## src/hw/csi_pkg.sv

```systemverilog
package csi_pkg;

    localparam int          PC_W        = 23;
    localparam int          WORD_W      = 16;
    localparam int          ADDR_W      = 8;

    localparam logic [15:0] SP_RESET    = 16'h0800;
    localparam logic [15:0] FP_RESET    = 16'h0000;
    localparam logic [15:0] STAT_RESET  = 16'h0000;
    localparam logic [22:0] PC_RESET    = 23'h000000;
    localparam logic [22:0] PC_STEP     = 23'h000002;
    localparam logic [22:0] PC_STEP2    = 23'h000004;
    localparam logic [15:0] STACK_STEP  = 16'h0004;

    // register byte offsets
    localparam logic [7:0]  OFS_STACK   = 8'h00;
    localparam logic [7:0]  OFS_FRAME   = 8'h04;
    localparam logic [7:0]  OFS_STATUS  = 8'h08;
    localparam logic [7:0]  OFS_PC      = 8'h0c;
    localparam logic [7:0]  OFS_LOOPEND = 8'h10;
    localparam logic [7:0]  OFS_ISSUE   = 8'h14;

    // status word bit positions
    localparam int BIT_CARRY   = 0;
    localparam int BIT_ZERO    = 1;
    localparam int BIT_OVF     = 2;
    localparam int BIT_NEG     = 3;
    localparam int BIT_RPT     = 4;
    localparam int BIT_IPL     = 5;
    localparam int IPL_W       = 3;
    localparam int BIT_DIGIT   = 8;
    localparam int BIT_LOOP    = 9;
    localparam int BIT_ANY_SAT = 10;
    localparam int BIT_ANY_OVF = 11;
    localparam int BIT_B_SAT   = 12;
    localparam int BIT_A_SAT   = 13;
    localparam int BIT_B_OVF   = 14;
    localparam int BIT_A_OVF   = 15;

    // cycles each instruction class occupies the execute stage
    localparam logic [1:0] CYC_ONE   = 2'h1;
    localparam logic [1:0] CYC_TWO   = 2'h2;
    localparam logic [1:0] CYC_THREE = 2'h3;

    typedef enum logic [2:0] {
        CLS_NORMAL, CLS_BRANCH, CLS_RETURN, CLS_SKIP2,
        CLS_DMOVE, CLS_TABLE, CLS_LONGJUMP, CLS_LOOP
    } csi_op_e;

    typedef struct packed {
        logic              psel;
        logic              penable;
        logic              pwrite;
        logic [ADDR_W-1:0] paddr;
        logic [31:0]       pwdata;
    } csi_apb_s;

    typedef struct packed {
        logic alu_we;
        logic carry_in_op;
        logic res_zero;
        logic res_neg;
        logic res_carry;
        logic res_ovf;
        logic res_digit;
        logic dsp_we;
        logic acc_a_ovf;
        logic acc_b_ovf;
        logic acc_a_sat;
        logic acc_b_sat;
    } csi_flag_s;

endpackage

```

## src/hw/csi_core.sv

```systemverilog
`timescale 1ns/100ps
// What this block does
// RL1 - stack pointer bit 0 always reads and holds zero
// RL2 - reset loads the stack pointer with 0x0800
// RL3 - calls, exceptions and returns move the stack pointer; software may too
// RL4 - link and unlink use the frame pointer; software may access it
// RL5 - sixteen-bit status word with ALU, priority, repeat, DSP and loop flags
// RL6 - exception entry stacks status low byte joined with PC top seven bits
// RL7 - loop active flag can be read and cleared, never set by software
// RL8 - repeat active flag is read only, set on repeat entry
// RL9 - overflow flags are read only, set by overflow detection only
// RL10 - saturation flags are sticky until software clears them
// RL11 - clearing the combined saturation flag clears both accumulator ones
// RL12 - status write is dropped when the same cycle updates flags
// RL13 - carry-input instructions may clear zero but never set it
// RL14 - other instructions set or clear zero from the result
// RL15 - 23-bit program counter with bit 0 always clear
// RL16 - fetch overlaps execute; plain instructions take one cycle
// RL17 - redirect discards prefetch: two cycles; returns and long skips three
// RL18 - double-word moves take two cycles
// RL19 - table access holds the fetched instruction for one cycle
// RL20 - two-word jumps and calls take the target from word two, two cycles
// RL21 - loop end is loop start plus offset, taking two cycles
// RL22 - read/write address generator conflict inserts one stall cycle, except in classes that already take three cycles
module csi_core (
    input  wire logic                  ref_clk,
    input  wire logic                  srst,
    input  wire csi_pkg::csi_apb_s     apb_req,
    output logic [31:0]                prdata,
    output logic                       pready,
    output logic                       pslverr,
    input  wire logic                  op_valid,
    input  wire csi_pkg::csi_op_e      op_class,
    input  wire logic                  op_redirect,
    input  wire logic [22:0]           op_target,
    input  wire logic                  agu_conflict,
    input  wire logic                  call_push,
    input  wire logic                  ret_pop,
    input  wire logic                  exc_entry,
    input  wire logic [2:0]            exc_level,
    input  wire logic                  frame_link_op,
    input  wire logic                  frame_unlink_op,
    input  wire logic [15:0]           frame_size,
    input  wire logic                  repeat_enter,
    input  wire logic                  repeat_exit,
    input  wire logic                  loop_enter,
    input  wire logic                  loop_exit,
    input  wire csi_pkg::csi_flag_s    flags,
    output logic                       issue_ready,
    output logic                       flush_prefetch,
    output logic                       fetch_hold,
    output logic                       stall,
    output logic [22:0]                program_counter,
    output logic [22:0]                loop_end_addr,
    output logic [15:0]                exc_push_word,
    output logic [15:0]                stack_pointer,
    output logic [15:0]                frame_pointer,
    output logic [15:0]                core_status_word
);

    // bus decode
    wire logic       setup_ph = apb_req.psel & ~apb_req.penable;
    wire logic       done     = apb_req.psel & apb_req.penable & pready;
    wire logic       wr_done  = done & apb_req.pwrite;
    wire logic [7:0] addr     = apb_req.paddr;
    wire logic       hit_stk  = (addr == csi_pkg::OFS_STACK);
    wire logic       hit_frm  = (addr == csi_pkg::OFS_FRAME);
    wire logic       hit_st   = (addr == csi_pkg::OFS_STATUS);
    wire logic       hit_pc   = (addr == csi_pkg::OFS_PC);
    wire logic       hit_le   = (addr == csi_pkg::OFS_LOOPEND);
    wire logic       hit_iss  = (addr == csi_pkg::OFS_ISSUE);
    wire logic       mapped   = hit_stk | hit_frm | hit_st | hit_pc
                              | hit_le | hit_iss;
    wire logic [15:0] wdat    = apb_req.pwdata[15:0];

    logic [31:0] rd_mux;
    always_comb
    begin
        rd_mux = 32'h00000000;
        if (hit_stk)
            rd_mux[15:0] = stack_pointer;
        if (hit_frm)
            rd_mux[15:0] = frame_pointer;
        if (hit_st)
            rd_mux[15:0] = core_status_word;
        if (hit_pc)
            rd_mux[22:0] = program_counter;
        if (hit_le)
            rd_mux[22:0] = loop_end_addr;
        if (hit_iss)
            rd_mux[3:0] = {stall, fetch_hold, flush_prefetch, issue_ready};
    end

    // answer one cycle after setup: pready is high in the first access cycle
    always_ff @(posedge ref_clk)
    begin
        if (srst)
        begin
            pready  <= 1'b0;
            pslverr <= 1'b0;
            prdata  <= 32'h00000000;
        end
        else
        begin
            pready  <= setup_ph;
            pslverr <= setup_ph & ~mapped;
            if (setup_ph)
                prdata <= apb_req.pwrite ? 32'h00000000 : rd_mux;
        end
    end

    // stack and frame pointers
    wire logic sw_stk = wr_done & hit_stk;
    wire logic sw_frm = wr_done & hit_frm;
    logic [15:0] next_stack;
    logic [15:0] next_frame;
    always_comb
    begin
        next_stack = stack_pointer;
        next_frame = frame_pointer;
        if (sw_stk)
            next_stack = wdat;
        if (sw_frm)
            next_frame = wdat;
        if (frame_link_op)                                         // RL4
        begin
            next_frame = stack_pointer;
            next_stack = stack_pointer + frame_size;
        end
        else if (frame_unlink_op)                                  // RL4
            next_stack = frame_pointer;
        else if (call_push | exc_entry)                            // RL3
            next_stack = stack_pointer + csi_pkg::STACK_STEP;
        else if (ret_pop)                                          // RL3
            next_stack = stack_pointer - csi_pkg::STACK_STEP;
        next_stack[0] = 1'b0;                                      // RL1
    end

    always_ff @(posedge ref_clk)
    begin
        if (srst)
        begin
            stack_pointer <= csi_pkg::SP_RESET;                    // RL2
            frame_pointer <= csi_pkg::FP_RESET;
        end
        else
        begin
            stack_pointer <= next_stack;
            frame_pointer <= next_frame;
        end
    end

    // status word; hardware sets win over software clears
    wire logic flag_upd = flags.alu_we | flags.dsp_we;
    wire logic sw_st    = wr_done & hit_st & ~flag_upd;            // RL12
    logic [15:0] next_status;
    always_comb
    begin
        next_status = core_status_word;
        if (sw_st)
        begin
            next_status[csi_pkg::BIT_CARRY] = wdat[csi_pkg::BIT_CARRY];
            next_status[csi_pkg::BIT_ZERO]  = wdat[csi_pkg::BIT_ZERO];
            next_status[csi_pkg::BIT_NEG]   = wdat[csi_pkg::BIT_NEG];
            next_status[csi_pkg::BIT_DIGIT] = wdat[csi_pkg::BIT_DIGIT];
            next_status[csi_pkg::BIT_IPL +: csi_pkg::IPL_W] =
                wdat[csi_pkg::BIT_IPL +: csi_pkg::IPL_W];
            next_status[csi_pkg::BIT_LOOP] &= wdat[csi_pkg::BIT_LOOP]; // RL7
            next_status[csi_pkg::BIT_A_SAT] &= wdat[csi_pkg::BIT_A_SAT]; // RL10
            next_status[csi_pkg::BIT_B_SAT] &= wdat[csi_pkg::BIT_B_SAT];
            next_status[csi_pkg::BIT_ANY_SAT] &= wdat[csi_pkg::BIT_ANY_SAT];
            if (!wdat[csi_pkg::BIT_ANY_SAT])                       // RL11
            begin
                next_status[csi_pkg::BIT_A_SAT] = 1'b0;
                next_status[csi_pkg::BIT_B_SAT] = 1'b0;
            end
        end
        if (flags.alu_we)
        begin
            next_status[csi_pkg::BIT_CARRY] = flags.res_carry;
            next_status[csi_pkg::BIT_NEG]   = flags.res_neg;
            next_status[csi_pkg::BIT_DIGIT] = flags.res_digit;
            next_status[csi_pkg::BIT_OVF]   = flags.res_ovf;       // RL9
            if (flags.carry_in_op)                                 // RL13
                next_status[csi_pkg::BIT_ZERO] =
                    core_status_word[csi_pkg::BIT_ZERO] & flags.res_zero;
            else                                                   // RL14
                next_status[csi_pkg::BIT_ZERO] = flags.res_zero;
        end
        if (flags.dsp_we)                                          // RL9
        begin
            next_status[csi_pkg::BIT_A_OVF]   = flags.acc_a_ovf;
            next_status[csi_pkg::BIT_B_OVF]   = flags.acc_b_ovf;
            next_status[csi_pkg::BIT_ANY_OVF] = flags.acc_a_ovf
                                              | flags.acc_b_ovf;
            if (flags.acc_a_sat)                                   // RL10
                next_status[csi_pkg::BIT_A_SAT] = 1'b1;
            if (flags.acc_b_sat)
                next_status[csi_pkg::BIT_B_SAT] = 1'b1;
            if (flags.acc_a_sat | flags.acc_b_sat)
                next_status[csi_pkg::BIT_ANY_SAT] = 1'b1;
        end
        if (repeat_enter)                                          // RL8
            next_status[csi_pkg::BIT_RPT] = 1'b1;
        else if (repeat_exit)
            next_status[csi_pkg::BIT_RPT] = 1'b0;
        if (loop_enter)                                            // RL7
            next_status[csi_pkg::BIT_LOOP] = 1'b1;
        else if (loop_exit)
            next_status[csi_pkg::BIT_LOOP] = 1'b0;
        if (exc_entry)
            next_status[csi_pkg::BIT_IPL +: csi_pkg::IPL_W] = exc_level;
    end

    always_ff @(posedge ref_clk)
    begin
        if (srst)
        begin
            core_status_word <= csi_pkg::STAT_RESET;               // RL5
            exc_push_word    <= 16'h0000;
        end
        else
        begin
            core_status_word <= next_status;
            if (exc_entry)                                         // RL6
                exc_push_word <= {1'b0, program_counter[22:16],
                                  core_status_word[7:0]};
        end
    end

    // instruction issue: remaining busy cycles of the executing instruction
    wire logic accept  = op_valid & issue_ready;
    wire logic is_flow = (op_class == csi_pkg::CLS_BRANCH)
                       | (op_class == csi_pkg::CLS_SKIP2);
    wire logic taken   = is_flow ? op_redirect : 1'b1;
    logic [1:0] base_cyc;
    always_comb
    begin
        case (op_class)
            csi_pkg::CLS_NORMAL:   base_cyc = csi_pkg::CYC_ONE;   // RL16
            csi_pkg::CLS_BRANCH:   base_cyc = csi_pkg::CYC_TWO;   // RL17
            csi_pkg::CLS_RETURN:   base_cyc = csi_pkg::CYC_THREE; // RL17
            csi_pkg::CLS_SKIP2:    base_cyc = csi_pkg::CYC_THREE; // RL17
            csi_pkg::CLS_DMOVE:    base_cyc = csi_pkg::CYC_TWO;   // RL18
            csi_pkg::CLS_TABLE:    base_cyc = csi_pkg::CYC_TWO;   // RL19
            csi_pkg::CLS_LONGJUMP: base_cyc = csi_pkg::CYC_TWO;   // RL20
            csi_pkg::CLS_LOOP:     base_cyc = csi_pkg::CYC_TWO;   // RL21
            default:               base_cyc = csi_pkg::CYC_ONE;
        endcase
        if (!taken)
            base_cyc = csi_pkg::CYC_ONE;
    end
    // a stall only fits when the class leaves headroom in the two-bit count
    wire logic add_stall = agu_conflict & (base_cyc != csi_pkg::CYC_THREE);
    wire logic [1:0] cyc = base_cyc + {1'b0, add_stall};          // RL22
    wire logic redirect  = taken & ((op_class == csi_pkg::CLS_BRANCH)
                         | (op_class == csi_pkg::CLS_RETURN)
                         | (op_class == csi_pkg::CLS_LONGJUMP));

    logic [1:0]  busy;
    logic [1:0]  next_busy;
    logic [22:0] next_pc;
    always_comb
    begin
        next_busy = (busy != 2'h0) ? busy - 2'h1 : 2'h0;
        next_pc   = program_counter;
        if (accept)
        begin
            next_busy = cyc - csi_pkg::CYC_ONE;
            if (redirect)                                          // RL20
                next_pc = op_target;
            else if (op_class == csi_pkg::CLS_LOOP)
                next_pc = program_counter + csi_pkg::PC_STEP2;
            else if (op_class == csi_pkg::CLS_SKIP2 && taken)
                next_pc = program_counter + csi_pkg::PC_STEP2
                        + csi_pkg::PC_STEP;
            else                                                   // RL16
                next_pc = program_counter + csi_pkg::PC_STEP;
        end
        next_pc[0] = 1'b0;                                         // RL15
    end

    always_ff @(posedge ref_clk)
    begin
        if (srst)
        begin
            busy            <= 2'h0;
            issue_ready     <= 1'b0;
            flush_prefetch  <= 1'b0;
            fetch_hold      <= 1'b0;
            stall           <= 1'b0;
            program_counter <= csi_pkg::PC_RESET;
            loop_end_addr   <= csi_pkg::PC_RESET;
        end
        else
        begin
            busy            <= next_busy;
            issue_ready     <= (next_busy == 2'h0);
            program_counter <= next_pc;
            flush_prefetch  <= accept & (redirect                  // RL17
                             | (op_class == csi_pkg::CLS_SKIP2 && taken));
            fetch_hold      <= accept
                             & (op_class == csi_pkg::CLS_TABLE);   // RL19
            stall           <= accept & add_stall;                 // RL22
            if (accept && op_class == csi_pkg::CLS_LOOP)           // RL21
                loop_end_addr <= program_counter + csi_pkg::PC_STEP2
                               + op_target;
        end
    end

    // checks
    // reset masks all but chk_stack_reset: the registers are unknown before the first edge
    chk_stack_align: assert property (@(posedge ref_clk) // RL1
        disable iff (srst) !stack_pointer[0])
        else $error("stack pointer misaligned");
    chk_stack_reset: assert property (@(posedge ref_clk) // RL2
        $past(srst) |-> stack_pointer == csi_pkg::SP_RESET)
        else $error("stack pointer reset value wrong");
    chk_call_push: assert property (@(posedge ref_clk) disable iff (srst) // RL3
        call_push && !frame_link_op && !frame_unlink_op && !sw_stk
        |=> stack_pointer == $past(stack_pointer) + csi_pkg::STACK_STEP)
        else $error("call did not advance stack");
    chk_link_frame: assert property (@(posedge ref_clk) disable iff (srst) // RL4
        frame_link_op |=> frame_pointer == $past(stack_pointer))
        else $error("link did not copy stack pointer");
    chk_loop_noset: assert property (@(posedge ref_clk) disable iff (srst) // RL7
        !core_status_word[csi_pkg::BIT_LOOP] && !loop_enter
        |=> !core_status_word[csi_pkg::BIT_LOOP])
        else $error("loop flag set without loop entry");
    chk_rpt_hold: assert property (@(posedge ref_clk) disable iff (srst) // RL8
        core_status_word[csi_pkg::BIT_RPT] && !repeat_exit
        |=> core_status_word[csi_pkg::BIT_RPT])
        else $error("repeat flag lost");
    chk_sat_sticky: assert property (@(posedge ref_clk) disable iff (srst) // RL10
        core_status_word[csi_pkg::BIT_A_SAT] && !sw_st
        |=> core_status_word[csi_pkg::BIT_A_SAT])
        else $error("saturation flag not sticky");
    chk_zero_chain: assert property (@(posedge ref_clk) disable iff (srst) // RL13
        flags.alu_we && flags.carry_in_op
        && !core_status_word[csi_pkg::BIT_ZERO]
        |=> !core_status_word[csi_pkg::BIT_ZERO])
        else $error("carry op set zero flag");
    chk_pc_even: assert property (@(posedge ref_clk) // RL15
        disable iff (srst) !program_counter[0])
        else $error("program counter odd");
    chk_ret_three: assert property (@(posedge ref_clk) disable iff (srst) // RL17
        accept && op_class == csi_pkg::CLS_RETURN
        |=> !issue_ready [*2] ##1 issue_ready)
        else $error("return not three cycles");
    chk_plain_one: assert property (@(posedge ref_clk) disable iff (srst) // RL16
        accept && op_class == csi_pkg::CLS_NORMAL && !agu_conflict
        |=> issue_ready && program_counter ==
            $past(program_counter) + csi_pkg::PC_STEP)
        else $error("plain instruction not one cycle");
    chk_stall_adds: assert property (@(posedge ref_clk) disable iff (srst) // RL22
        accept && op_class == csi_pkg::CLS_NORMAL && agu_conflict
        |=> stall && !issue_ready ##1 issue_ready)
        else $error("conflict stall wrong");

    cov_table: cover property (@(posedge ref_clk)
        accept && op_class == csi_pkg::CLS_TABLE);
    cov_loop: cover property (@(posedge ref_clk)
        accept && op_class == csi_pkg::CLS_LOOP);
    cov_sat_clear: cover property (@(posedge ref_clk)
        sw_st && !wdat[csi_pkg::BIT_ANY_SAT]);
    cov_skip_taken: cover property (@(posedge ref_clk)
        accept && op_class == csi_pkg::CLS_SKIP2 && taken);
    cov_status_block: cover property (@(posedge ref_clk)
        wr_done && hit_st && flag_upd);

endmodule // csi_core

```

## config.mk

```make
export PLATFORM = sky130hd
export DESIGN_NAME = csi_core
export DESIGN_NICKNAME = d
export VERILOG_FILES = /design/src/hw/csi_pkg.sv /design/src/hw/csi_core.sv
export SDC_FILE = /design/constraint.sdc
export NUM_CORES = 1
export LEC_CHECK = 0
export ABC_AREA = 1
export BUFFER_PORTS_ARGS = -buffer_cell sky130_fd_sc_hd__clkbuf_2
export CORE_ASPECT_RATIO = 0.75
export CORE_MARGIN = 4
export CORE_UTILIZATION = 49
export CTS_CLUSTER_SIZE = 28
export DETAILED_ROUTE_END_ITERATION = 7
export PLACE_DENSITY_LB_ADDON = 0.05
export SYNTH_ARGS = -nofsm -noshare
export SYNTH_HDL_FRONTEND = slang
export SYNTH_SLANG_ARGS = --single-unit
```

## constraint.sdc

```tcl
create_clock -name ref_clk -period 2.41 [get_ports ref_clk]
set_input_delay 0.6025 -clock ref_clk [delete_from_list [all_inputs] [get_ports ref_clk]]
set_output_delay 0.6025 -clock ref_clk [all_outputs]
set_load 0.03 [all_outputs]
```

==> results.yml <==
synthesis:
  syn_inst: 1614
  synth.top_cell.area_share: 0.270
  synth_common_cells: "nand2_1 (371), inv_1 (185), a21oi_1 (164), dfxtp_1 (138), o21ai_0 (135)"
  ys_warn_count: 0
  synth_cell_types: 51
  synth_area_mm2: 0.0102
  synth_area_per_cell_um2: 6.35
  yosysMostFrequentCell: "nand2_1"
  synth-async-reset-ratio: 0
  synth-seq-cells: 138
  synth-main-ff-cell: "dfxtp_1"
  synth_edf_count: 0
  synthTopCellsByArea: "dfxtp_1 (27%), nand2_1 (14%), a21oi_1 (8.0%), inv_1 (6.8%), o21ai_0 (6.6%)"
  synth_seq_area_share: 0.270
  yosys.area.top_type: "dfxtp_1"
cells_and_area:
  synthToLayoutAreaGrowth_pct: 49.2
  finalNetCount: 2248
  fin_cells: 2385
  fin_area_mm2: 0.0153
  drive_above_1_share: 0.367
  fillers: 1669
clocking:
  numCtsBuffers: 17
  cts_tree: "done"
  hold_buffers: 0
  path_clk_slew_ns: 0.07
  htreeDepth: 4
  clockRootBuffer: "clkbuf_16"
  clk_latency_ns: 0.43
  clockBufferDepth: 2
  clkSinkCount: 138
sta:
  timing.fmax_mhz: 357
  clock_skew_ns: 0.0127
  slew_headroom: 0.441
  final-hold-violation-count: 0
  setup_tns_ns: -5.69
  min_period_ns: 2.80
  fin_crit_sh: 1.16
  setup-violations-final: 29
  maxSlewViolCount: 0
  fin_ws_ns: -0.391
  worstMarginPinSlew_ns: 0.838
  rsz0062_at_grt: "true"
flow_run:
  cap_violations: 0
global_route:
  grt.total_usage: 0.372
  grt_pass1_vias: 12248
  antenna_found_initial: 2
  grt_pass1_wl_mm: 68.9
  grt_max_degree: 68
  grt.overflow.total: 0
worst_hold_path:
  worstHoldStart: "repeat_enter"
  min_to: "core_status_word[4]"
  min_path_cells: 3
  holdCritPathClass: "in2reg"
worst_setup_path:
  r2r-end: "loop_end_addr[22]"
  cp_max_fo: 7
  r2r_slack_ns: -0.39
  reg2reg_from: "program_counter[4]"
  worstSetupPathType: "reg2reg"
  worstSetupStartpointType: "flop"
  end_kind: "flop"
  crit_arrival_ns: 3.18
  max_stage_delay_ns: 0.41
  path_cells: "nand2_2 -> nor2_4 -> buf_6 -> buf_4 -> nand4_1 -> nand2_2 -> ha_1 -> a21oi_1 -> o211ai_1 -> nand2_1 -> nand3_2 -> a21oi_2 -> a21oi_1 -> o21ai_1 -> nand2_1 -> inv_1"
  cp.required_ns: 2.79
  slowest_stage: "dfxtp_4"
  r2r_cells: 16
routing:
  drtIter0Drc: 2032
  dr.pass1.iters: 6
  vias: 13843
  wl_mm: 46.5
  wire_per_inst_um: 19.5
  vias_per_cell: 5.80
  ant_nets: 0
  drc: 0
place:
  placed_cell_area_mm2: 0.0135
  place_ws_ns: -0.467
  gp_congestion: 1.05
  dp.cells: 2301
  dp_hpwl_mm: 34.4
  io_buffers: 232
power:
  ir_drop_uv: 353
  combPwrFrac: 0.327
  p_int_mw: 4.88
  powerDensity_mw_per_mm2: 506
  seqPwrFrac: 0.332
  power_leakage_nw: 7.41
  switching_power_mw: 2.86
  clockPowerShare: 0.341
  finalPower_mw: 7.74
  switching_share: 0.370
status:
  status: "finished, violations left"
  violations: "setup timing"
floorplanning:
  die_w_um: 175
  core-area_mm2: 0.0204
  dieArea_mm2: 0.0233
  die_h_um: 133
  start_util: 0.503
  io_pins: 262
  rows: 45
logic make-up after synthesis:
| kind of cell | synth area share |
|---|---|
| AND/OR/NAND/NOR | 0.292 |
| AO/OA/AOI/OAI | 0.248 |
| buffers and inverters | 0.105 |
| flip-flops | 0.270 |
| adder cells (fa/ha/maj) | 0.0577 |
| XOR/XNOR | 0.0265 |
| other | 0.000366 |
worst max-delay path, delay by kind of cell (launching register included):
| kind | cells | cell delay, ns |
|---|---|---|
| flops | 1 | 0.41 |
| fa+ha+maj | 1 | 0.28 |
| compound gates | 5 | 0.79 |
| simple gates | 7 | 0.95 |
| buf+inv | 3 | 0.32 |
routing by layer:
layer	track usage	wire length (um)
met1	0.570	19900
met2	0.503	18200
met3	0.114	7060
met4	0.0929	1400
met5	0	27
sequential cells by signal, summed over array words and instances, names as in the netlist, 2 cells and up:
name,count
busy,2
core_status_word,16
exc_push_word,15
frame_pointer,16
loop_end_addr,23
prdata,23
program_counter,22
stack_pointer,15
per-stage QoR:
step / hold slack [ns] / util
floorplan: 0.461 / -
global placement: 0.452 / 0.660
detailed placement: 0.456 / 0.660
CTS: 0.365 / 0.719
global route: 0.395 / 0.750
finish: 0.371 / 0.750
layout by cell type, fill, tap and decap left out, types with 16 or more instances in the layout:
cell       Yosys  final
a21oi_1      164    151
a31oi_1       21     20
buf_4         15    265
clkbuf_16      0     17
clkbuf_2       0    232
dfxtp_1      138    120
ha_1          44     24
ha_4           0     19
inv_1        185    176
nand2_1      371    332
nand2_2       13     39
nand3_1      105     84
nand3_2        4     20
nand4_1       25     25
nor2_1       119    107
nor2_2        11     16
o211ai_1      30     30
o21ai_0      135    113
o21ai_1       11     17
o22ai_1       16     16
xor2_1        27     23
layout make-up:
type / instances / area (um^2) / share of cell area
Inverter: 197 / 751 / 0.0491
Clock inverter: 11 / 109 / 0.00712
Sequential cell: 138 / 2800 / 0.183
Tap cell: 282 / 353 / 0.0231
Multi-Input combinational cell: 1218 / 7400 / 0.484
Clock buffer: 21 / 460 / 0.0301
Antenna cell: 2 / 5.00 / 0.000327
Timing Repair Buffer: 516 / 3410 / 0.223
power groups by stage:
stage | sequential, mW | combinational (mW) | clock, mW
after floorplan | 2.78 | 1.07 | 0
after global placement | 2.60 | 2.14 | 0
after detailed placement | 2.61 | 2.17 | 0
after CTS | 2.56 | 2.29 | 2.63
after global routing | 2.58 | 2.71 | 2.72
final | 2.57 | 2.53 | 2.64
timing repair:
item	4_1_cts	5_1_grt
pin swaps	46	57
cloned	1	0
buffers inserted	32	21
resized for setup	92	116
endpoints found under the setup margin	17	39
worst max path at each step:
stage                     depth (start not counted)                from                   to  slack, ns
final                                            16  program_counter[4]    loop_end_addr[22]      -0.39
after detailed placement                         15         op_redirect  program_counter[15]      -0.47
after floorplan                                  16  program_counter[2]    loop_end_addr[22]      -0.04
after global placement                           15         op_redirect  program_counter[15]      -0.27
after global routing                             16  program_counter[4]    loop_end_addr[22]      -0.45
after CTS                                        17  program_counter[2]    loop_end_addr[22]      -0.22
Power figures use the tool's default switching activity.
